## config.mk

```make
export PLATFORM = sky130hd
export DESIGN_NAME = fpcd_host
export DESIGN_NICKNAME = d
export VERILOG_FILES = /design/src/rtl/fpcd_pkg.sv /design/src/rtl/fpcd_bus_cycle.sv /design/src/rtl/fpcd_host.sv
export SDC_FILE = /design/constraint.sdc
export NUM_CORES = 1
export LEC_CHECK = 0
export BUFFER_PORTS_ARGS = -buffer_cell sky130_fd_sc_hd__buf_2
export CAP_MARGIN = 0
export CORE_ASPECT_RATIO = 0.5
export CORE_UTILIZATION = 50
export CTS_CLUSTER_DIAMETER = 80
export DETAILED_ROUTE_END_ITERATION = 8
export PLACE_DENSITY = 0.72
export RECOVER_POWER = 25
export SLEW_MARGIN = 20
export SYNTH_ARGS = -nofsm -noshare
export SYNTH_HDL_FRONTEND = slang
export SYNTH_HIERARCHICAL = 1
export SYNTH_SLANG_ARGS = --single-unit
export TNS_END_PERCENT = 5
```

## constraint.sdc

```tcl
create_clock -name clk_sys -period 3.8 [get_ports clk_sys]
set_clock_uncertainty 0.05 [all_clocks]
set_input_delay 0.76 -clock clk_sys [delete_from_list [all_inputs] [get_ports clk_sys]]
set_output_delay 0.76 -clock clk_sys [all_outputs]
set_load 0.05 [all_outputs]
```

## src/rtl/fpcd_pkg.sv

```systemverilog
// package: command codes, unlock addresses and bus timing for the protection command host
package fpcd_pkg;
	localparam int ADDR_W = 12;                        // address bits driven onto the flash bus
	localparam int DATA_W = 8;                         // command/data byte width
	// unlock addresses, word and byte mode
	localparam logic [11:0] UNLOCK1_WORD = 12'h555;
	localparam logic [11:0] UNLOCK2_WORD = 12'h2AA;
	localparam logic [11:0] UNLOCK1_BYTE = 12'hAAA;
	localparam logic [11:0] UNLOCK2_BYTE = 12'h555;
	localparam logic [11:0] ANY_ADDR = 12'h000;        // address used where any address is legal
	localparam logic [11:0] ERASE_ALL_ADDR = 12'h000;  // fixed address of the erase-all confirm
	// data codes
	localparam logic [7:0] CODE_UNLOCK1 = 8'hAA;
	localparam logic [7:0] CODE_UNLOCK2 = 8'h55;
	localparam logic [7:0] CODE_SLEEP = 8'hB9;
	localparam logic [7:0] CODE_WAKE = 8'hAB;
	localparam logic [7:0] CODE_LOCKREG_ENTRY = 8'h40;
	localparam logic [7:0] CODE_NVPROT_ENTRY = 8'hC0;
	localparam logic [7:0] CODE_PROGRAM = 8'hA0;
	localparam logic [7:0] CODE_EXIT1 = 8'h90;
	localparam logic [7:0] CODE_EXIT2 = 8'h00;
	localparam logic [7:0] CODE_SECT_PROG = 8'h00;
	localparam logic [7:0] CODE_ERASE1 = 8'h80;
	localparam logic [7:0] CODE_ERASE2 = 8'h30;
	localparam logic [7:0] STATUS_LOCKED = 8'h00;      // status read: sector protected
	localparam logic [7:0] STATUS_UNLOCKED = 8'h01;    // status read: sector unprotected
	// bus timing at 20 MHz
	localparam int CLK_NS = 50;
	localparam int STROBE_NS = 100;                    // least write/read strobe width
	localparam int STROBE_CYC = (STROBE_NS + CLK_NS - 1) / CLK_NS;
	// host commands
	typedef enum logic [2:0] {
		FPCD_CMD_SLEEP = 3'b000,
		FPCD_CMD_WAKE = 3'b001,
		FPCD_CMD_LOCKREG_PROG = 3'b010,
		FPCD_CMD_LOCKREG_READ = 3'b011,
		FPCD_CMD_SECT_PROG = 3'b100,
		FPCD_CMD_ERASE_ALL = 3'b101,
		FPCD_CMD_SECT_STATUS = 3'b110
	} fpcd_cmd_t;
endpackage : fpcd_pkg

```

## src/rtl/fpcd_bus_cycle.sv

```systemverilog
// one flash bus cycle: drives address, data and strobes for a fixed strobe width
`timescale 1ns/1ps
module fpcd_bus_cycle
	import fpcd_pkg::*;
#(
	parameter int STROBE = STROBE_CYC
)(
	input wire logic clk_sys,
	input wire logic rst_n,
	input wire logic start,
	input wire logic isRead,
	input wire logic [11:0] addr,
	input wire logic [7:0] wdata,
	input wire logic [7:0] busDataIn,
	output logic [11:0] busAddr_r,
	output logic [7:0] busDataOut_r,
	output logic busDataOe_n_r,
	output logic busWe_n_r,
	output logic busOe_n_r,
	output logic busCe_n_r,
	output logic done_r,
	output logic [7:0] rdata_r
);
	logic [7:0] cnt_r; // strobe cycles left
	logic active_r;    // a cycle is on the bus

	// strobe timing and pins
	always_ff @(posedge clk_sys or negedge rst_n)
	begin
		if (!rst_n)
		begin
			cnt_r <= 8'h00;
			active_r <= 1'b0;
			busAddr_r <= 12'h000;
			busDataOut_r <= 8'h00;
			busDataOe_n_r <= 1'b1;
			busWe_n_r <= 1'b1;
			busOe_n_r <= 1'b1;
			busCe_n_r <= 1'b1;
			done_r <= 1'b0;
			rdata_r <= 8'h00;
		end
		else
		begin
			done_r <= 1'b0;
			if (start && !active_r)
			begin
				// address and data settle with the strobe; the flash model takes the write just after the write strobe falls
				active_r <= 1'b1;
				cnt_r <= 8'(STROBE);
				busAddr_r <= addr;
				busDataOut_r <= wdata;
				busDataOe_n_r <= isRead;
				busCe_n_r <= 1'b0;
				busWe_n_r <= isRead;
				busOe_n_r <= !isRead;
			end
			else if (active_r)
			begin
				if (cnt_r > 8'h01)
					cnt_r <= cnt_r - 8'h01;
				else
				begin
					// end of strobe: sample read data before releasing output enable
					if (!busOe_n_r)
						rdata_r <= busDataIn;
					active_r <= 1'b0;
					busWe_n_r <= 1'b1;
					busOe_n_r <= 1'b1;
					busCe_n_r <= 1'b1;
					busDataOe_n_r <= 1'b1;
					done_r <= 1'b1;
				end
			end
		end
	end
endmodule : fpcd_bus_cycle

```

## src/rtl/fpcd_host.sv

```systemverilog
// host controller issuing protection and power-down command sequences to the flash
//
// Function
// - sleep: AA@555, 55@2AA, B9 anywhere
// - wake: single AB write, no unlock
// - byte mode: unlock addresses AAA and 555
// - lock register: A0 then data; read
// - leave lock register set: 90 then 00
// - sector protect: C0 entry, A0, 00@sector
// - only defined command codes are issued
`timescale 1ns/1ps
module fpcd_host
	import fpcd_pkg::*;
#(
	parameter int STROBE = STROBE_CYC
)(
	input wire logic clk_sys,
	input wire logic rst_n,
	input wire logic cmdValid,
	input wire fpcd_cmd_t cmdCode,
	input wire logic byteMode,
	input wire logic [11:0] cmdSectorAddr,
	input wire logic [7:0] cmdData,
	input wire logic [7:0] flashDataIn,
	output logic cmdReady_r,
	output logic cmdDone_r,
	output logic [7:0] rspData_r,
	output logic sectorLocked_r,
	output logic [11:0] flashAddr_r,
	output logic [7:0] flashDataOut_r,
	output logic flashDataOe_n_r,
	output logic flashWe_n_r,
	output logic flashOe_n_r,
	output logic flashCe_n_r
);
	typedef enum logic [1:0] {
		FPCD_IDLE = 2'b00,
		FPCD_ISSUE = 2'b01,
		FPCD_WAIT = 2'b10,
		FPCD_FIN = 2'b11
	} fpcd_state_t;

	fpcd_state_t state_r;        // sequencer state
	fpcd_cmd_t cmd_r;            // command being run
	logic byte_r;                // mode latched for the whole sequence
	logic [11:0] sect_r;         // latched sector address
	logic [7:0] data_r;          // latched lock register data
	logic [3:0] step_r;          // bus cycle index in the sequence
	logic [3:0] nsteps;          // cycles in the current sequence
	logic stepRead;              // current step is a read
	logic [11:0] stepAddr;       // current step address
	logic [7:0] stepData;        // current step data
	logic cycStart;              // starts one bus cycle
	logic cycDone;               // bus cycle finished
	logic [7:0] cycRdata;        // data captured by the bus cycle

	// unlock addresses in word or byte mode
	function automatic logic [11:0] unlockAddr(input logic second, input logic isByte);
		if (second)
			unlockAddr = isByte ? UNLOCK2_BYTE : UNLOCK2_WORD;
		else
			unlockAddr = isByte ? UNLOCK1_BYTE : UNLOCK1_WORD;
	endfunction : unlockAddr

	// sequence table; apart from the lock register data byte (data_r), only codes of the defined set appear here
	always_comb
	begin
		nsteps = 4'd1;
		stepRead = 1'b0;
		stepAddr = ANY_ADDR;
		stepData = CODE_EXIT2;
		case (cmd_r)
			FPCD_CMD_SLEEP:
			begin
				nsteps = 4'd3;
				if (step_r == 4'd0)
				begin
					stepAddr = unlockAddr(1'b0, byte_r);
					stepData = CODE_UNLOCK1;
				end
				else if (step_r == 4'd1)
				begin
					stepAddr = unlockAddr(1'b1, byte_r);
					stepData = CODE_UNLOCK2;
				end
				else
					stepData = CODE_SLEEP;
			end
			FPCD_CMD_WAKE:
			begin
				nsteps = 4'd1;
				stepData = CODE_WAKE;
			end
			FPCD_CMD_LOCKREG_PROG, FPCD_CMD_LOCKREG_READ:
			begin
				// entry, then program or read, then exit
				// program carries A0, data and a readback; read carries only the read
				nsteps = (cmd_r == FPCD_CMD_LOCKREG_PROG) ? 4'd8 : 4'd6;
				case (step_r)
					4'd0:
					begin
						stepAddr = unlockAddr(1'b0, byte_r);
						stepData = CODE_UNLOCK1;
					end
					4'd1:
					begin
						stepAddr = unlockAddr(1'b1, byte_r);
						stepData = CODE_UNLOCK2;
					end
					4'd2:
					begin
						stepAddr = unlockAddr(1'b0, byte_r);
						stepData = CODE_LOCKREG_ENTRY;
					end
					default:
					begin
						if (cmd_r == FPCD_CMD_LOCKREG_PROG && step_r == 4'd3)
							stepData = CODE_PROGRAM;
						else if (cmd_r == FPCD_CMD_LOCKREG_PROG && step_r == 4'd4)
							stepData = data_r;
						else if (step_r == nsteps - 4'd3)
							stepRead = 1'b1;
						else if (step_r == nsteps - 4'd2)
							stepData = CODE_EXIT1;
						else
							stepData = CODE_EXIT2;
					end
				endcase
			end
			default:
			begin
				// protection set: entry, program or erase-all operation (none for status), status read, exit
				nsteps = (cmd_r == FPCD_CMD_SECT_STATUS) ? 4'd6 : 4'd8;
				case (step_r)
					4'd0:
					begin
						stepAddr = unlockAddr(1'b0, byte_r);
						stepData = CODE_UNLOCK1;
					end
					4'd1:
					begin
						stepAddr = unlockAddr(1'b1, byte_r);
						stepData = CODE_UNLOCK2;
					end
					4'd2:
					begin
						stepAddr = unlockAddr(1'b0, byte_r);
						stepData = CODE_NVPROT_ENTRY;
					end
					default:
					begin
						if (cmd_r == FPCD_CMD_SECT_PROG && step_r == 4'd3)
							stepData = CODE_PROGRAM;
						else if (cmd_r == FPCD_CMD_SECT_PROG && step_r == 4'd4)
						begin
							stepAddr = sect_r;
							stepData = CODE_SECT_PROG;
						end
						else if (cmd_r == FPCD_CMD_ERASE_ALL && step_r == 4'd3)
							stepData = CODE_ERASE1;
						else if (cmd_r == FPCD_CMD_ERASE_ALL && step_r == 4'd4)
						begin
							stepAddr = ERASE_ALL_ADDR;
							stepData = CODE_ERASE2;
						end
						else if (step_r == nsteps - 4'd3)
						begin
							stepAddr = sect_r;
							stepRead = 1'b1;
						end
						else if (step_r == nsteps - 4'd2)
							stepData = CODE_EXIT1;
						else
							stepData = CODE_EXIT2;
					end
				endcase
			end
		endcase
	end

	assign cycStart = (state_r == FPCD_ISSUE);

	// one bus cycle engine, reused by every step
	fpcd_bus_cycle #(
		.STROBE(STROBE)
	) uCycle (
		.clk_sys(clk_sys),
		.rst_n(rst_n),
		.start(cycStart),
		.isRead(stepRead),
		.addr(stepAddr),
		.wdata(stepData),
		.busDataIn(flashDataIn),
		.busAddr_r(flashAddr_r),
		.busDataOut_r(flashDataOut_r),
		.busDataOe_n_r(flashDataOe_n_r),
		.busWe_n_r(flashWe_n_r),
		.busOe_n_r(flashOe_n_r),
		.busCe_n_r(flashCe_n_r),
		.done_r(cycDone),
		.rdata_r(cycRdata)
	);

	// sequencer; every sequence is sent whole, and every command set sequence ends with exit so a
	// dropped partial sequence on the device leaves it in read mode
	always_ff @(posedge clk_sys or negedge rst_n)
	begin
		if (!rst_n)
		begin
			state_r <= FPCD_IDLE;
			cmd_r <= FPCD_CMD_WAKE;
			byte_r <= 1'b0;
			sect_r <= 12'h000;
			data_r <= 8'h00;
			step_r <= 4'd0;
			cmdReady_r <= 1'b0;
			cmdDone_r <= 1'b0;
		end
		else
		begin
			cmdDone_r <= 1'b0;
			case (state_r)
				FPCD_IDLE:
				begin
					cmdReady_r <= 1'b1;
					if (cmdValid && cmdReady_r)
					begin
						cmd_r <= cmdCode;
						byte_r <= byteMode;
						sect_r <= cmdSectorAddr;
						data_r <= cmdData;
						step_r <= 4'd0;
						cmdReady_r <= 1'b0;
						state_r <= FPCD_ISSUE;
					end
				end
				FPCD_ISSUE:
					state_r <= FPCD_WAIT;
				FPCD_WAIT:
				begin
					if (cycDone)
					begin
						if (step_r == nsteps - 4'd1)
							state_r <= FPCD_FIN;
						else
						begin
							step_r <= step_r + 4'd1;
							state_r <= FPCD_ISSUE;
						end
					end
				end
				default:
				begin
					cmdDone_r <= 1'b1;
					state_r <= FPCD_IDLE;
				end
			endcase
		end
	end

	// read results: lock register byte or sector status
	always_ff @(posedge clk_sys or negedge rst_n)
	begin
		if (!rst_n)
		begin
			rspData_r <= 8'h00;
			sectorLocked_r <= 1'b0;
		end
		else if (state_r == FPCD_WAIT && cycDone && stepRead)
		begin
			rspData_r <= cycRdata;
			if (cmd_r == FPCD_CMD_SECT_STATUS)
				sectorLocked_r <= (cycRdata == STATUS_LOCKED);
		end
	end
endmodule : fpcd_host

```

### After elaboration in Yosys (flattened, before gate mapping)

Index checks and enable logic that the tools add are counted.

| word-level totals | value |
|---|---|
| bits of input ports | 35 |
| memories kept | 0 |
| flip-flop bits (word level) | 82 |
| latch bits | 0 |
| RAM bits | 0 |
| ROM bits | 0 |

| operators by class | value |
|---|---|
| bitwise logic cells | 3 |
| $lt $le $gt $ge | 1 |
| $mul | 0 |
| multiplexer cells | 65 |
| add/sub/neg operators | 7 |
| eq/ne operators | 21 |
| shifts and indexed selects | 0 |
| reductions and logical operators | 31 |
| div/mod/pow operators | 0 |

Operator list:

| operator | count |
|---|---|
| 8-bit 2-to-1 mux | 15 |
| 12-bit 2-to-1 mux | 7 |
| 8-bit case mux with 3 select lines | 3 |
| 12-bit case mux with 2 select lines | 2 |
| 12-bit case mux with 3 select lines | 1 |
| 1-bit 2-to-1 mux | 23 |
| 11-bit 2-to-1 mux | 2 |
| 4-bit == test | 5 |
| 4-bit 2-to-1 mux | 5 |
| 4-bit by 2-bit subtractor with 4-bit output (second input constant) | 4 |
| 4-bit case mux with 3 select lines | 1 |
| 1-bit logical AND | 10 |
| 2-bit AND reduction | 5 |
| 3-bit == test (second input constant) | 3 |
| 4-bit by 2-bit == test with 1-bit output (second input constant) | 2 |
| 8-bit by 1-bit greater-than comparator with 1-bit output (second input constant) | 1 |
| 8-bit logical NOT | 1 |
| 4-bit case mux with 2 select lines | 1 |
| 4-bit AND reduction | 2 |
| 8-bit by 1-bit subtractor with 8-bit output (second input constant) | 1 |
| 3-bit by 2-bit == test with 1-bit output (second input constant) | 2 |
| 2-bit 2-to-1 mux | 3 |
| 2-bit case mux with 3 select lines | 1 |
| 2-bit nonzero test | 3 |
| other kinds (17) | 25 |

### Longest topological paths before layout

| logic depth | value |
|---|---|
| depth after elaboration | 13 |
| gate-level depth with buffers | 11 |

### Modules after synthesis

Netlist, hierarchy kept.

By module, submodules not included:

| module | area an instance (µm²) | cells an instance | instances | seq. area each (µm²) |
|---|---|---|---|---|
| fpcd_host | 2576.2 | 299 | 1 | 1027.2 |
| fpcd_bus_cycle | 1712.9 | 164 | 1 | 1029.7 |

### Worst setup path before layout

Ideal clock, no wire load.

| timing path | value |
|---|---|
| path kind | flip-flop to flip-flop |
| from | register cmd_r[0] |
| to | register step_r[1] |
| path buffers | 2 |
| period minus slack after synthesis | 2.694 ns |
| slack | 1.106 ns |
| stages on the path, launching flop included | 11 |
| arrival time | 2.518 ns |
| setup time | 0.126 ns |
| cell sequence | dfstp_2 > buf_2 > buf_1 > nor3_1 > a21oi_1 > ha_1 > xnor2_1 > or4_1 > a31oi_1 > nor2_1 > mux2i_1 |

| on the way | value |
|---|---|
| longest elaborated chain between the ends | 7 |
| elaborated cells between the ends (all ways) | 13 |

RTL lines:

| what | line | text |
|---|---|---|
| from (decl) | fpcd_host.sv:44 | `fpcd_cmd_t cmd_r;` |
| from (signal assigned) | fpcd_host.sv:228 | `cmd_r <= cmdCode;` |
| 3-bit by 2-bit == test with 1-bit output, or another cell as far along | fpcd_host.sv:72, fpcd_host.sv:98 |  |
| 2-bit OR reduction, or another cell as far along | -- |  |
| 4-bit case mux with 3 select lines * | fpcd_host.sv:72 | `case (cmd_r)` |
| 4-bit by 1-bit subtractor with 4-bit output * | fpcd_host.sv:243 | `if (step_r == nsteps - 4'd1)` |
| 4-bit == test * | fpcd_host.sv:243 |  |
| 2-bit inequality test (no source line) * | -- |  |
| 4-bit AND reduction (no source line) * | -- |  |
| to (signal assigned) | fpcd_host.sv:247 | `step_r <= step_r + 4'd1;` |
| to (decl) | fpcd_host.sv:48 | `logic [3:0] step_r;` |

Mark *: on every way between the ends. The rest lies on a longest branch, timed or not.
A chain may end at the register's enable or synchronous reset.

### Worst setup path after layout

| timing path | value |
|---|---|
| from | register step_r[1] |
| to | register rspData_r[2] |

| on the way | value |
|---|---|
| longest elaborated chain between the ends | 9 |
| elaborated cells between the ends (all ways) | 26 |

RTL lines:

| what | line | text |
|---|---|---|
| 4-bit == test / 4-bit by 3-bit == test with 1-bit output (equally long branches) | -- |  |
| 1-bit 2-to-1 mux / 1-bit logical AND (equally long branches) | fpcd_host.sv:166, fpcd_host.sv:161 |  |
| 1-bit 2-to-1 mux | fpcd_host.sv:161 | `else if (cmd_r == FPCD_CMD_ERASE_ALL && step_r == 4'd4)` |
| 1-bit 2-to-1 mux | fpcd_host.sv:159 | `else if (cmd_r == FPCD_CMD_ERASE_ALL && step_r == 4'd3)` |
| 1-bit 2-to-1 mux | fpcd_host.sv:154 | `else if (cmd_r == FPCD_CMD_SECT_PROG && step_r == 4'd4)` |
| 1-bit 2-to-1 mux | fpcd_host.sv:152 | `if (cmd_r == FPCD_CMD_SECT_PROG && step_r == 4'd3)` |
| 1-bit 2-to-1 mux | fpcd_host.sv:134 | `case (step_r)` |
| 1-bit case mux with 2 select lines * | fpcd_host.sv:72 |  |
| 1-bit logical AND * | fpcd_host.sv:269 | `else if (state_r == FPCD_WAIT && cycDone && stepRead)` |
| to (signal assigned) | fpcd_host.sv:271 | `rspData_r <= cycRdata;` |
| to (decl) | fpcd_host.sv:27 | `output logic [7:0] rspData_r,` |

Marks and branches as above.

==> impl_results.md <==
- Fmax: 0.3383 GHz
- Largest net degree at the start of global routing: 83
- Yosys cell types: 70
- Critical R2R Capture: rspData_r[2]
- Outcome: complete, but fails checks
- Non-filler cells, final: 639
- Critical path type: flop to flop
- Initial antenna violation count: 0
- Flops & latches, synth: 82
- CP max-delay cell: dfrtp_1
- DP Worst Slack: ~900 ps
- Cells after DPL: 623
- Buf/Inv on CP: 1
- I/O pin count: 70
- Fraction of registers with async set/reset: 1.000
- # fillers: 721
- Synth Warn #: 6
- Post-synth EDFFs: 0
- Comb pwr share: 0.452
- Area leader, netlist: dfrtp_1
- Power share of the clock group: 0.202
- Syn Nets: 505
- DRT iter0 DRCs: 365
- Worst-path maximum fanout: 14
- Final WL: roughly 10000 um
- Max Slew Vio Count: 83
- Total negative setup slack: 0 ps
- Final nets: 564
- CTS Root Cell: clkbuf_16
- Crit end category: flop
- PostCTS Resize Cnt: 0
- Overall routing resource usage: 0.2394
- Final min period: about 3000 ps
- FF/Latch Area: just over 2000 sq um
- Core area: 8144 sq um
- Clock Latency Late Sink: 340 ps
- RePlAce Congestion: 0.9130
- Pwr Density: 892.1 nW/um^2
- Max clock buf depth: 2
- NetSw: 2.041 mW
- Top-count cell post-synth: nand2_1
- Remaining antenna violation count after routing: 0
- Drt wl/cell: 15.44 um
- 1st-pass router iterations: 5
- RSZ-0062 raised after global routing: false
- Number of remaining DRC errors: 0
- Number of global-route vias before repair: 3,290
- Max-cap violations: 1
- Clock-pin slew on the worst setup and hold paths: 60 ps
- Worst r2r src: step_r[1]
- HPWL after DPL: ~6600 um
- Switching share of total power: 0.4578
- Final Hold Fails: 0
- Worst-case hold slack: 410.3 ps
- Multi-input logic area: 2085 sq um
- WP depth: 7
- First-pass GRT wire length: approximately 16,000 um
- Post-Syn Area: 4289 sq um
- VDD IR max: 481.0 uV
- Post-synth top flop: dfrtp_1
- Failing checks: max-capacitance violations, max-slew violations
- Reg2Reg Depth: 7
- Die area: 8975 sq um
- Layout cells sized above 1: 0.2220
- Post-Syn Area per Cell: 9.264 sq um
- Worst EP required: approximately 4000 ps
- Post-synth top area share: 0.4551
- Critical path data arrival time: 3130 ps
- Total power: about 4.5 mW
- Pint: 2.416 mW
- ANT cells: 0
- Grt total ovfl: 0
- Row Count: 23
- Area growth from synthesis to layout: 16.48%
- Initial Util: 0.5267
- Setup bufs post-CTS: 0
- Hold-fix buffer count after cts: 0
- CP max stage delay: 540 ps
- Startpoint Class: flop
- Max-slew headroom: -0.3348
- Post-Synthesis Cells: 463
- Die Height: 67.49 um
- Synth top cells by count: nand2_1 (145), dfrtp_1 (78), a21oi_1 (17), clkbuf_1 (15), nor2_1 (15)
- Worst-margin pin slew: 2002 ps
- Seq pwr share: 0.346
- Crit-path cells: inv_1 > ha_1 > or3_1 > a221o_1 > nor4_4 > o211ai_4 > mux2_4
- Crit path from: step_r[1]
- Final Cycle Share: 0.7779
- TritonCTS clock tree: done
- # clock sinks: 82
- Die width: 133.0 um
- Vias: 3,480
- Port Buffers: about 70
- Final worst slack: between 800 and 900 ps
- Detail-routed via count per cell: 5.446
- Register area share after synthesis: 0.4796
- LEAKAGE: 2.478 nW
- H-tree depth: 3
- CP delay by family, top: simple AND/OR/NAND/NOR gates
- Final setup vio count: 0
- Hold Crit Class: flop to flop
- Area contributors post-synth: dfrtp_1 (46%), nand2_1 (13%), mux2_4 (2.8%)
- CTS buffer count: 9
- Crit path to: rspData_r[2]
- Worst R2R Setup Slack: 840 ps
## flip-flops by register name, indices dropped and copies added (netlist names), 2 cells and up
| name | count |
|---|---|
| step_r | 4 |
| data_r | 8 |
| rspData_r | 8 |
| uCycle/rdata_r | 8 |
| uCycle/cnt_r | 8 |
| cmd_r | 3 |
| uCycle/busAddr_r | 12 |
| uCycle/busDataOut_r | 8 |
| sect_r | 12 |
| state_r | 2 |
## power by group through the flow
stage | clock [mW] | combinational, mW | sequential, mW
detailed placement | 0 | 2.01 | 1.54
finish | 0.898 | 2.02 | 1.54
CTS | 0.913 | 2.02 | 1.53
floorplan | 0 | 1.25 | 1.83
global route | 0.950 | 2.23 | 1.59
global placement | 0 | 1.98 | 1.54
## per-layer routing
metal	routed length (um)	global-route usage
met4	84	0.05460
met5	0	0
met2	4526	0.3815
met1	4599	0.3300
met3	653	0.06381
## tightest hold or removal path, delay by kind of cell, from the launching register on
kind | cells | cell delay, ps
flops | 1 | 370
simple gates | 2 | 100
## cells by family after synthesis
kind of cell               after synthesis  share of synthesized area
and+or+nand+nor                        231                     0.2590
DFF                                     82                     0.4796
AOI/OAI and AO/OA                       80                     0.1319
buffers and inverters                   36                    0.03530
muxes                                   23                    0.06564
adders and majority gates                7                    0.02042
xor gates and xnor gates                 4                   0.008170
## cells in the final DEF, fill, tap and decap left out, types with 8 or more instances in the layout
| cell | synthesis | layout |
|---|---|---|
| nand2_1 | 145 | 145 |
| dfrtp_1 | 78 | 78 |
| buf_2 | 4 | 68 |
| a21oi_1 | 17 | 17 |
| nor2_1 | 15 | 15 |
| inv_1 | 13 | 13 |
| a21o_1 | 12 | 12 |
| nand3_1 | 12 | 12 |
| clkbuf_16 | 0 | 9 |
| o21ai_1 | 8 | 8 |
| mux2_4 | 8 | 8 |
| mux2_1 | 8 | 8 |
## how the worst min path moves through the flow
| stage | cells after the start | to | startpoint | slack, ps |
|---|---|---|---|---|
| final | 2 | uCycle/busCe_n_r | uCycle/busCe_n_r | 410 |
| after global routing | 2 | uCycle/busDataOut_r[3] | uCycle/busDataOut_r[3] | 450 |
| after CTS | 2 | uCycle/busCe_n_r | uCycle/busCe_n_r | 420 |
| after detailed placement | 2 | data_r[1] | data_r[1] | 410 |
| after global placement | 2 | uCycle/busCe_n_r | uCycle/busCe_n_r | 400 |
| after floorplan | 2 | data_r[1] | data_r[1] | 390 |
## cell type report
| cell class | count | share of cell area |
|---|---|---|
| clock buffers | 10 | 0.04783 |
| clock inverters | 6 | 0.01402 |
| inverters | 14 | 0.01052 |
| multi-input cells | 345 | 0.4172 |
| flip-flops and latches | 82 | 0.4117 |
| well taps | 112 | 0.02805 |
| repair buffers | 70 | 0.07062 |
## through the flow
step                      area [sq um]  utilization
final                             4996       0.6135
after CTS                         4995       0.6133
after detailed placement          4686       0.5754
after global placement            4686       0.5754
after global routing              4996       0.6135
after floorplan                   4289            -
Note: power is estimated with default switching activity, not from simulation.
